**src/pei_map.svh**
```systemverilog
// register offsets, field positions and reset values for the protocol error status block
`ifndef PEI_MAP_SVH
`define PEI_MAP_SVH
`define PEI_IDX_STATUS 12'h00E
`define PEI_IDX_CCFC 12'h326
`define PEI_IDX_EHL 12'h328
`define PEI_IDX_ENABLE 12'h00C
`define PEI_IDX_MAXODD 12'h32A
`define PEI_IDX_TIMER0 12'h32C
`define PEI_IDX_TIMER1 12'h32E
`define PEI_IDX_CTRL 12'h330
`define PEI_ADDR_BITS 14
`define PEI_BIT_RX 0
`define PEI_BIT_TX 1
`define PEI_BIT_HIE 2
`define PEI_BIT_FNE 3
`define PEI_BIT_FOV 4
`define PEI_BIT_CYC 5
`define PEI_BIT_TIM0 6
`define PEI_BIT_TIM1 7
`define PEI_BIT_MOC 8
`define PEI_BIT_BGS 9
`define PEI_BIT_SSI 10
`define PEI_BIT_MRC 11
`define PEI_BIT_ELC 12
`define PEI_BIT_MSY 13
`define PEI_BIT_CLR 14
`define PEI_BIT_FAT 15
`define PEI_PERSIST_MASK 16'h000F
`define PEI_STATUS_RST 16'h0000
`define PEI_MAXODD_RST 4'hF
`endif

```
**src/pei_pkg.sv**
```systemverilog
// types for the protocol error status block
package pei_pkg;
  typedef enum logic [1:0] {
    PEI_GREEN,
    PEI_YELLOW,
    PEI_RED,
    PEI_UNUSED
  } pei_level_e;
  // one cycle-end event from the protocol engine
  typedef struct packed {
    logic cycle_end;
    logic odd_cycle;
    logic missing_offset;
    logic missing_rate;
  } pei_cycle_s;
  // timer setting: cycle base, repetition mask, macrotick offset
  typedef struct packed {
    logic [5:0] base;
    logic [5:0] rep_mask;
    logic [13:0] offset;
  } pei_timer_s;
  typedef enum logic [1:0] {
    PEI_APB_IDLE,
    PEI_APB_ACCESS
  } pei_apb_e;
endpackage

```
**src/pei_ccf_counter.sv**
```systemverilog
// clock correction failed counter, updated at odd cycle ends
`timescale 1ns/1ps
`include "pei_map.svh"
module pei_ccf_counter import pei_pkg::*; #(
  parameter int WIDTH = 4
) (
  // clock and reset
  input wire logic clock,
  input wire logic rst_n,
  input wire logic clk_en,
  // control
  input wire logic enter_active,
  input wire pei_cycle_s cyc,
  input wire logic [WIDTH-1:0] max_count,
  // result
  output logic [WIDTH-1:0] count
);
  typedef struct packed {
    logic [WIDTH-1:0] cnt;
  } pei_ccf_s;
  pei_ccf_s st_q;
  pei_ccf_s st_d;
  if (WIDTH < 1 || WIDTH > 16) begin : g_bad_width
    $error("pei_ccf_counter: bad WIDTH");
  end
  always_comb begin
    st_d = st_q;
    if (enter_active) begin
      st_d.cnt = '0;
    end else if (cyc.cycle_end && cyc.odd_cycle) begin
      if (cyc.missing_offset || cyc.missing_rate) begin
        if (st_q.cnt < max_count) begin
          st_d.cnt = st_q.cnt + 1'b1;
        end
      end else begin
        st_d.cnt = '0;
      end
    end
  end
  always_ff @(posedge clock or negedge rst_n) begin
    if (!rst_n) begin
      st_q <= '0;
    end else if (clk_en) begin
      st_q <= st_d;
    end
  end
  assign count = st_q.cnt;
endmodule

```
**src/pei_timer_match.sv**
```systemverilog
// timer flag condition: cycle and macrotick match per timer
`timescale 1ns/1ps
module pei_timer_match import pei_pkg::*; #(
  parameter int NUM = 2
) (
  // timer settings and current time
  input wire pei_timer_s [NUM-1:0] setup,
  input wire logic [5:0] cycle_now,
  input wire logic [13:0] mtick_now,
  // match per timer
  output logic [NUM-1:0] hit
);
  if (NUM < 1) begin : g_bad_num
    $error("pei_timer_match: bad NUM");
  end
  for (genvar i = 0; i < NUM; i++) begin : g_tim
    // repetition mask selects which cycle bits must equal the base
    assign hit[i] = (((cycle_now ^ setup[i].base) & setup[i].rep_mask) == 6'h00)
                    && (mtick_now == setup[i].offset);
  end
endmodule

```
**src/pei_status.sv**
```systemverilog
// protocol error and main interrupt status block with APB register access
// Operation
// - counter cleared on entering normal active
// - odd cycle end with missing correction increments
// - odd cycle end without failures zeroes counter
// - counter saturates at programmed maximum
// - counter read-only in low four bits
// - two-bit error level green yellow red
// - host clears status by writing one
// - device sets flag again on condition
// - device update wins over host write
// - persistent causes block host clears
// - status cleared on reset, config exit; enables
// - receive flag from enabled receive buffers
// - transmit flag read-only, from empty buffers
// - host interface error sets its flag
// - fifo flag follows fifo and unlocked buffer
// - overrun and cycle start set flags
// - timer flags on cycle and macrotick match
// - timer flags show set after reset while macrotick is 0
// - missing offset flag every cycle end
// - guardian error sets flag, host clears
// - enabled slot counter increment sets flag
// - missing rate flag at odd cycle end
// - illegal state sets fatal, enters red
// - error level change sets flag
//
// Our own choice: the APB slave port.
`timescale 1ns/1ps
`include "pei_map.svh"
module pei_status import pei_pkg::*; #(
  parameter int NUM_RX = 8,
  parameter int NUM_TX = 8,
  parameter int NUM_SSC = 8
) (
  // clock and reset
  input wire logic clock,
  input wire logic rst_n,
  input wire logic clk_en,
  // apb slave
  input wire logic psel,
  input wire logic penable,
  input wire logic pwrite,
  input wire logic [`PEI_ADDR_BITS-1:0] paddr,
  input wire logic [31:0] pwdata,
  input wire logic [3:0] pstrb,
  output logic [31:0] prdata,
  output logic pready,
  output logic pslverr,
  // protocol engine state
  input wire logic leave_config,
  input wire logic enter_active,
  input wire pei_level_e level_in,
  input wire logic illegal_state,
  input wire pei_cycle_s cyc,
  input wire logic cycle_start,
  input wire logic [5:0] cycle_now,
  input wire logic [13:0] mtick_now,
  input wire logic sync_overflow,
  input wire logic corr_limit,
  // buffers and fifo
  input wire logic [NUM_RX-1:0] rx_iflag,
  input wire logic [NUM_RX-1:0] rx_ienable,
  input wire logic fifo_received,
  input wire logic [NUM_TX-1:0] tx_iflag,
  input wire logic [NUM_TX-1:0] tx_ienable,
  input wire logic fifo_not_empty,
  input wire logic buf0_locked,
  input wire logic fifo_overrun,
  // other sources
  input wire logic [15:0] host_interface_error_register,
  input wire logic guardian_error,
  input wire logic [NUM_SSC-1:0] ssc_increment,
  // outputs
  output logic irq,
  output pei_level_e level_out,
  output logic force_red
);
  typedef struct packed {
    logic [15:0] status;
    logic [15:0] enable;
    logic [3:0] max_odd;
    pei_timer_s [1:0] timer;
    logic [NUM_SSC-1:0] ssc_mask;
    pei_level_e level;
    logic fatal_red;
    logic irq;
    logic [31:0] rdata;
    logic ready;
    logic err;
  } pei_st_s;
  pei_st_s st_q;
  pei_st_s st_d;
  logic [3:0] odd_window_fail_count;
  logic [1:0] tim_hit;
  logic [15:0] hw_set;
  logic [15:0] persist;
  logic [15:0] host_clr;
  logic [11:0] widx;
  logic wr_now;
  logic rd_hit;
  logic [31:0] rd_val;
  pei_level_e level_eff;
  pei_level_e level_nxt;
  if (NUM_RX < 1 || NUM_TX < 1 || NUM_SSC < 1 || NUM_SSC > 16) begin : g_bad_count
    $error("pei_status: bad buffer or counter count");
  end
  pei_ccf_counter #(
    .WIDTH(4)
  ) u_ccf (
    .clock(clock),
    .rst_n(rst_n),
    .clk_en(clk_en),
    .enter_active(enter_active),
    .cyc(cyc),
    .max_count(st_q.max_odd),
    .count(odd_window_fail_count)
  );
  pei_timer_match #(
    .NUM(2)
  ) u_tim (
    .setup(st_q.timer),
    .cycle_now(cycle_now),
    .mtick_now(mtick_now),
    .hit(tim_hit)
  );
  // register index is byte address divided by four
  assign widx = paddr[13:2];
  // host clears land once, on the edge at which the master sees pready high
  assign wr_now = psel && penable && pwrite && st_q.ready && pstrb[0] && pstrb[1];
  assign level_eff = st_q.fatal_red ? PEI_RED : level_in;
  // a fatal stop changes the level in the same cycle, so it must count as a change
  assign level_nxt = illegal_state ? PEI_RED : level_eff;
  always_comb begin
    hw_set = '0;
    persist = '0;
    hw_set[`PEI_BIT_RX] = |(rx_iflag & rx_ienable) || fifo_received;
    hw_set[`PEI_BIT_TX] = |(tx_iflag & tx_ienable);
    hw_set[`PEI_BIT_HIE] = |host_interface_error_register;
    // fifo flag held until empty and buffer 0 released
    hw_set[`PEI_BIT_FNE] = fifo_not_empty || (st_q.status[`PEI_BIT_FNE] && buf0_locked);
    hw_set[`PEI_BIT_FOV] = fifo_overrun;
    hw_set[`PEI_BIT_CYC] = cycle_start;
    hw_set[`PEI_BIT_TIM0] = tim_hit[0];
    hw_set[`PEI_BIT_TIM1] = tim_hit[1];
    hw_set[`PEI_BIT_MOC] = cyc.cycle_end && cyc.missing_offset;
    hw_set[`PEI_BIT_BGS] = guardian_error;
    hw_set[`PEI_BIT_SSI] = |(ssc_increment & st_q.ssc_mask);
    hw_set[`PEI_BIT_MRC] = cyc.cycle_end && cyc.odd_cycle && cyc.missing_rate;
    hw_set[`PEI_BIT_ELC] = level_nxt != st_q.level;
    hw_set[`PEI_BIT_MSY] = sync_overflow;
    hw_set[`PEI_BIT_CLR] = corr_limit;
    hw_set[`PEI_BIT_FAT] = illegal_state;
    persist = hw_set & `PEI_PERSIST_MASK;
  end
  always_comb begin
    host_clr = '0;
    if (wr_now && widx == `PEI_IDX_STATUS) begin
      host_clr = pwdata[15:0];
    end
    // transmit flag cannot be cleared by the host at all
    host_clr[`PEI_BIT_TX] = 1'b0;
  end
  always_comb begin
    rd_hit = 1'b1;
    rd_val = '0;
    case (widx)
      `PEI_IDX_STATUS: rd_val[15:0] = st_q.status;
      `PEI_IDX_ENABLE: rd_val[15:0] = st_q.enable;
      `PEI_IDX_CCFC: rd_val[3:0] = odd_window_fail_count;
      `PEI_IDX_EHL: rd_val[1:0] = st_q.level;
      `PEI_IDX_MAXODD: rd_val[3:0] = st_q.max_odd;
      `PEI_IDX_TIMER0: rd_val[25:0] = st_q.timer[0];
      `PEI_IDX_TIMER1: rd_val[25:0] = st_q.timer[1];
      `PEI_IDX_CTRL: rd_val[NUM_SSC-1:0] = st_q.ssc_mask;
      default: rd_hit = 1'b0;
    endcase
  end
  always_comb begin
    st_d = st_q;
    st_d.ready = 1'b0;
    st_d.err = 1'b0;
    // device sets are applied after host clears, so sets win
    st_d.status = (st_q.status & ~host_clr) | hw_set | persist;
    // read-only transmit flag tracks its buffers, or it could never fall again
    st_d.status[`PEI_BIT_TX] = hw_set[`PEI_BIT_TX];
    if (leave_config) begin
      st_d.status = `PEI_STATUS_RST;
    end
    st_d.level = level_nxt;
    if (illegal_state) begin
      st_d.fatal_red = 1'b1;
      st_d.level = PEI_RED;
    end
    if (enter_active) begin
      st_d.fatal_red = 1'b0;
    end
    // one wait state: pready rises one edge after the first access edge
    if (psel && penable && !st_q.ready) begin
      st_d.ready = 1'b1;
      st_d.err = !rd_hit;
      st_d.rdata = pwrite ? 32'h0000_0000 : rd_val;
    end
    // writes land on the edge at which the master sees pready high
    if (psel && penable && st_q.ready && pwrite && rd_hit) begin
      case (widx)
        `PEI_IDX_ENABLE: st_d.enable = pwdata[15:0];
        `PEI_IDX_MAXODD: st_d.max_odd = pwdata[3:0];
        `PEI_IDX_TIMER0: st_d.timer[0] = pwdata[25:0];
        `PEI_IDX_TIMER1: st_d.timer[1] = pwdata[25:0];
        `PEI_IDX_CTRL: st_d.ssc_mask = pwdata[NUM_SSC-1:0];
        default: st_d.err = 1'b0;
      endcase
    end
    st_d.irq = |(st_d.status & st_d.enable);
  end
  always_ff @(posedge clock or negedge rst_n) begin
    if (!rst_n) begin
      st_q <= '0;
      st_q.max_odd <= `PEI_MAXODD_RST;
    end else if (clk_en) begin
      st_q <= st_d;
    end
  end
  assign prdata = st_q.rdata;
  assign pready = st_q.ready;
  assign pslverr = st_q.err;
  assign irq = st_q.irq;
  assign level_out = st_q.level;
  assign force_red = st_q.fatal_red;
endmodule

```
**config.mk**
```make
export PLATFORM = sky130hd
export DESIGN_NAME = pei_status
export DESIGN_NICKNAME = d
export VERILOG_FILES = /design/src/pei_pkg.sv /design/src/pei_ccf_counter.sv /design/src/pei_timer_match.sv /design/src/pei_status.sv
export VERILOG_INCLUDE_DIRS = /design/src
export SDC_FILE = /design/constraint.sdc
export NUM_CORES = 1
export LEC_CHECK = 0
export BUFFER_PORTS_ARGS = -buffer_cell sky130_fd_sc_hd__buf_2
export CAP_MARGIN = 20
export CORE_MARGIN = 1.5
export CORE_UTILIZATION = 35
export CTS_CLUSTER_DIAMETER = 30
export DETAILED_ROUTE_END_ITERATION = 6
export GPL_TIMING_DRIVEN = 0
export HOLD_SLACK_MARGIN = 0.02
export PLACE_DENSITY = 0.67
export SYNTH_ARGS = -nofsm -noshare
export SYNTH_HDL_FRONTEND = slang
export SYNTH_SLANG_ARGS = --single-unit
```
**constraint.sdc**
```tcl
create_clock -name clock -period 4.7 [get_ports clock]
set_clock_uncertainty 0.1 [all_clocks]
set_input_delay 0 -clock clock [delete_from_list [all_inputs] [get_ports clock]]
set_output_delay 0 -clock clock [all_outputs]
set_load 0.05 [all_outputs]
```
-- Word-level counts from Yosys, hierarchy flattened
Cells that the tools add are included.
- add/sub/neg operators: 1
- magnitude comparators: 1
- equal/unequal tests: 12
- multiplexer cells: 26
- bitwise logic cells: 12
- reduce and logical (&&, ||, !) cells: 39
- operators with widths (kind ; count):
    two-way mux 80 bit ; 1
    two-way mux 26 bit ; 3
    equality test 12 x 10 -> 1 bit, second input constant ; 6
    two-way mux 16 bit ; 3
    bitwise AND 16 bit ; 2
    one-hot mux 8 bit (4 select lines) ; 1
    OR reduction 16 bit ; 2
    OR reduction 8 bit ; 4
    equality test 14 bit ; 2
    bitwise AND 8 bit ; 3
    equality test 12 x 4 -> 1 bit, second input constant ; 2
    two-way mux 4 bit ; 5
    one-hot mux 10 bit (2 select lines) ; 1
    one-hot mux 4 bit (5 select lines) ; 1
    logical AND 1 bit ; 16
    NOT 16 bit ; 1
    bitwise OR 16 bit ; 1
    bitwise OR 16 x 4 -> 16 bit ; 1
    one-hot mux 2 bit (8 select lines) ; 1
    AND reduction 3 bit ; 5
    one-hot mux 2 bit (7 select lines) ; 1
    bitwise AND 6 bit ; 2
    logical NOT 6 bit ; 2
    bitwise XOR 6 bit ; 2
    13 further kinds ; 23
- register bits: 132
- input bits: 149
- output and inout port bits: 38
- logic and storage cells: 108

-- Logic depth before layout (Yosys ltp)
- depth after elaboration: 14
- mapped depth: 9
- mapped depth without buffers: 8

-- Cells and area by module
From an unflattened synthesis, not the netlist that was laid out.
- cell total of the unflattened synthesis: 688
- area total of the unflattened synthesis: 7480.9 µm²
- modules (own cells, without submodules) (module ; instances ; cells an instance ; area an instance (µm²) ; seq. area each (µm²)):
    pei_status ; 1 ; 596 ; 6697.7 ; 3208.1
    pei_timer_match ; 1 ; 56 ; 473.0 ; 0.0
    pei_ccf_counter ; 1 ; 36 ; 310.3 ; 100.1

-- Worst setup path after synthesis
Ideal clock, no wire load.
- kind: reg-to-reg
- start: register st_q, in the netlist pready
- end: register st_q, in the netlist irq
- setup time: 144 ps
- arrival time: 2470 ps
- required time: 4456 ps
- setup slack: 1986 ps
- cell stages (with the launch flop): 9
- path buffers: 0
- period minus slack after synthesis: 2714 ps
- path through: dfrtp_1 > nand4_1 > or4_4 > o31ai_1 > a31oi_1 > and2_1 > a211o_1 > o311ai_1 > a41oi_1
- word-level cells in the longest chain between the ends: 12
- elaborated cells between the ends (all ways): 16
- classes of those cells: 3 x mux; 5 x bitwise; 8 x reduce/logical
- RTL lines (item ; line ; text):
    start, declared ; pei_status.sv:92 ; pei_st_s st_q;
    start signal, assigned ; pei_status.sv:222 ; st_q <= st_d;
    logical AND 1 bit (3 in a row) ; pei_status.sv:130 ; assign wr_now = psel && penable && pwrite && st_q.ready && pstrb[0] && pstrb[1];
    logical AND 1 bit (no source line) ; -- ;
    two-way mux 16 bit ; pei_status.sv:158 ; if (wr_now && widx == `PEI_IDX_STATUS) begin
    NOT 16 bit ; pei_status.sv:184 ; st_d.status = (st_q.status & ~host_clr) | hw_set | persist;
    bitwise AND 16 bit ; pei_status.sv:184 ;
    bitwise OR 16 bit ; pei_status.sv:184 ;
    bitwise OR 16 x 4 -> 16 bit ; pei_status.sv:184 ;
    two-way mux 16 bit ; pei_status.sv:187 ; if (leave_config) begin
    bitwise AND 16 bit * ; pei_status.sv:215 ; st_d.irq = |(st_d.status & st_d.enable);
    OR reduction 16 bit * ; pei_status.sv:215 ;
Every way passes the cells marked *; elsewhere a longest branch is shown, timed or not.
A chain may end at the register's enable or synchronous reset.

-- Worst setup path after layout
- start: input paddr[6]
- end: register st_q, in the netlist prdata[21]
- word-level cells in the longest chain between the ends: 3
- elaborated cells between the ends (all ways): 4
- classes of those cells: 2 x eq/ne; 2 x mux
- RTL lines (item ; line ; text):
    start, declared ; pei_status.sv:44 ; input wire logic [`PEI_ADDR_BITS-1:0] paddr,
    equality test 12 x 10 -> 1 bit ; pei_status.sv:167 ; case (widx)
    one-hot mux 10 bit (2 select lines) * ; pei_status.sv:167 ;
    two-way mux 26 bit * ; pei_status.sv:202 ; st_d.rdata = pwrite ? 32'h0000_0000 : rd_val;
Marked as above.

==> impl_metrics.tcl <==
set metrics [dict create \
    outcome "complete, no violations" \
    dp_hpwl_mm 17.3 \
    path_max_fanout 10 \
    start_util_pct 35.6 \
    rr_worst_depth 8 \
    fp.dieW_um 147 \
    dpl_cell_area_mm2 0.00846 \
    hold_class "input pin to flip-flop" \
    path_clk_slew_ps 60 \
    worstSetupStartpoint "paddr[6]" \
    grt_pass1_wl_mm 35.5 \
    cts_made_buffers 17 \
    tightestPinTransition_ps 989 \
    first_iter_violations 631 \
    hold_slack_ps 37.4 \
    crit_top_cell "clkbuf_1" \
    arrival_ps 3330 \
    yosysSeqAreaShare_pct 45.9 \
    period_share_pct 65.9 \
    io_pins 187 \
    rsz0062_at_grt "false" \
    vdd_drop_max_uv 238 \
    post-route-min-period_ps 3100 \
    drive_gt1_share_pct 38.2 \
    grtUsageMet2_pct 34.1 \
    required_ps 4930 \
    area_delta_synth_final_pct 31.7 \
    final_hold_viol_count 0 \
    crit_end "prdata[21]" \
    grt_pass1_vias 6215 \
    critPathLaunchType "input pin" \
    grt_max_degree 88 \
    slew_violations 0 \
    yosys.area.top_type "dfrtp_1" \
    nNetsFinal 1049 \
    crit_path_top_delay_cell "nor2_1" \
    ff2ff_setup_slack_ps 1790 \
    synth_ff_type "dfrtp_1" \
    fmax_mhz 323 \
    syn_inst 655 \
    gp_congestion 0.885 \
    rows 52 \
    worstPathCellList "dlygate4sd3_1 > buf_2 > and3b_1 > nand2_1 > nor2_1 > clkbuf_1 > clkbuf_1 > a22oi_1 > o21ai_0" \
    regToRegStartpoint "pready" \
    crit_path_max_incr_delay_ps 660 \
    grt-ovfl-total 0 \
    worstSetupPathType "input pin to flip-flop" \
    route.detailed.drc 0 \
    synth.area.top_cells "dfrtp_1 44%, mux2_2 13%, xor2_1 5.1%" \
    rr_endpoint "irq" \
    n_fill_cell 1902 \
    grtUsageTotal_pct 21.8 \
    synth-edff-count 0 \
    antenna_found_initial 0 \
    cap_violations 0 \
    cts_max_level 4 \
    setup_viol 0 \
    use_met1_pct 30.1 \
    ant_nets 0 \
    yosys-top-cells-count "128 x dfrtp_1, 86 x mux2_2, 45 x nand2_1, 42 x xor2_1, 39 x buf_4" \
    ys_types 62 \
    dieHeight_um 147 \
    cp-end-kind "flip-flop" \
    cts_max_path_buffers 2 \
    synth-seq-cells 132 \
    clk_latency_ps 420 \
    ys.warnings.count 0 \
    synth.most_common_cell "dfrtp_1" \
    maxSlewHeadroom_pct 33.4 \
    gr-max-usage-layer "met2" \
    post-cts-setup-buffers 0 \
    wl_per_cell_um 19.4 \
    antenna_cells 0 \
    fin_setup_tns_ps 0 \
    dieArea_mm2 0.0215 \
    syn_area_per_cell_um2 11.0 \
    drtPass1Iterations 7 \
    final_area_mm2 0.00949 \
    fin_util_pct 46.9 \
    wl_mm 22.9 \
    coreArea_mm2 0.0202 \
    portBuffers 169 \
    use_met3_pct 4.84 \
    cts_tree "built" \
    root_buffer "clkbuf_16" \
    post_cts_resized 0 \
    syn_area_mm2 0.00721 \
    p_per_area_mw_per_mm2 287 \
    synth_top_area_share_pct 44.4 \
    cts_sinks 132 \
    via_per_inst 5.32 \
    ctsHoldBuffers 45 \
    via_count 6273 \
    synthArstFlopShare_pct 100 \
    leakage_uw 0.00470 \
]
## logic make-up after synthesis
| group | count (synthesis) | synth area share (%) |
|---|---|---|
| xor gates and xnor gates | 43 | 5.22 |
| muxes | 102 | 15.7 |
| other | 1 | 0.0520 |
| DFF | 132 | 45.9 |
| and+or+nand+nor | 141 | 10.4 |
| adders and majority gates | 4 | 0.694 |
| buffers and inverters | 73 | 5.88 |
| AOI/OAI and AO/OA | 159 | 16.1 |
## final cells by class
cell class	instances	area [um2]	area share [%]
clock inverters	4	48.8	0.514
clock buffers	28	517	5.44
repair buffers	217	1360	14.4
flip-flops and latches	132	3310	34.8
multi-input cells	455	3490	36.8
well taps	270	338	3.56
plain buffers	60	375	3.95
inverters	13	48.8	0.514
## worst max-delay path, delay by kind of cell
family	cells	cell delay (ps)
compound gates	2	430
buf+inv	4	1790
simple gates	3	1120
## per-stage QoR
stage	power [uW]	instances	setup WS, ps
after floorplan	1310	660	1990
after global placement	1440	1099	1280
after detailed placement	1450	1102	1260
after CTS	2740	1179	1680
after global routing	2830	1179	1430
final	2730	1179	1600
## worst min-delay path by stage
| stage | startpoint | end | slack (ps) | cells past startpoint |
|---|---|---|---|---|
| final | tx_ienable[7] | st_q[119] | 40 | 4 |
| after global routing | cyc[0] | u_ccf.count[0] | 60 | 5 |
| after CTS | clk_en | st_q[130] | 30 | 3 |
| after detailed placement | rst_n | prdata[21] | -140 | 1 |
| after global placement | enter_active | force_red | 120 | 2 |
| after floorplan | rst_n | force_red | -400 | 0 |
## flip-flops by register name, indices dropped and copies added (netlist names)
signal,count
force_red,1
irq,1
level_out,2
prdata,26
pready,1
pslverr,1
st_q,96
u_ccf.count,4
## per-layer routing
layer / up-vias / part of all wire [%]
met1: 3037 / 44
met3: 34 / 8.6
li1: 2919 / -
met5: - / 0
met4: 0 / 2.1
met2: 283 / 46
## where the power goes
part           internal, uW  total (uW)  switching, uW
registers              1160        1180           21.5
logic                   124         285            161
clock network           797        1260            462
## placed cells by master, fill, tap and decap left out, drive strengths merged, types with 3 or more instances in the layout
cell type / netlist / routed
a222oi: 19 / 19
xor2: 42 / 42
and2: 3 / 3
nor2: 31 / 31
nor3: 9 / 9
clkbuf: 16 / 44
o31ai: 3 / 3
a31oi: 5 / 5
inv: 13 / 13
nand2: 47 / 47
a211o: 3 / 3
clkinv: 0 / 3
nor2b: 4 / 4
ha: 4 / 4
a22oi: 29 / 29
dfrtp: 128 / 128
a221oi: 5 / 5
a41oi: 3 / 3
nand3: 9 / 9
nand2b: 4 / 4
nand4: 6 / 6
a22o: 6 / 6
conb: 1 / 6
mux2i: 11 / 11
o32ai: 4 / 4
or4: 3 / 3
dfstp: 4 / 4
o21ai: 23 / 23
nor4: 17 / 17
a21o: 15 / 15
dlygate4sd3: 0 / 44
buf: 44 / 217
a21oi: 29 / 29
mux2: 91 / 91
Power figures use the tool's default switching activity.
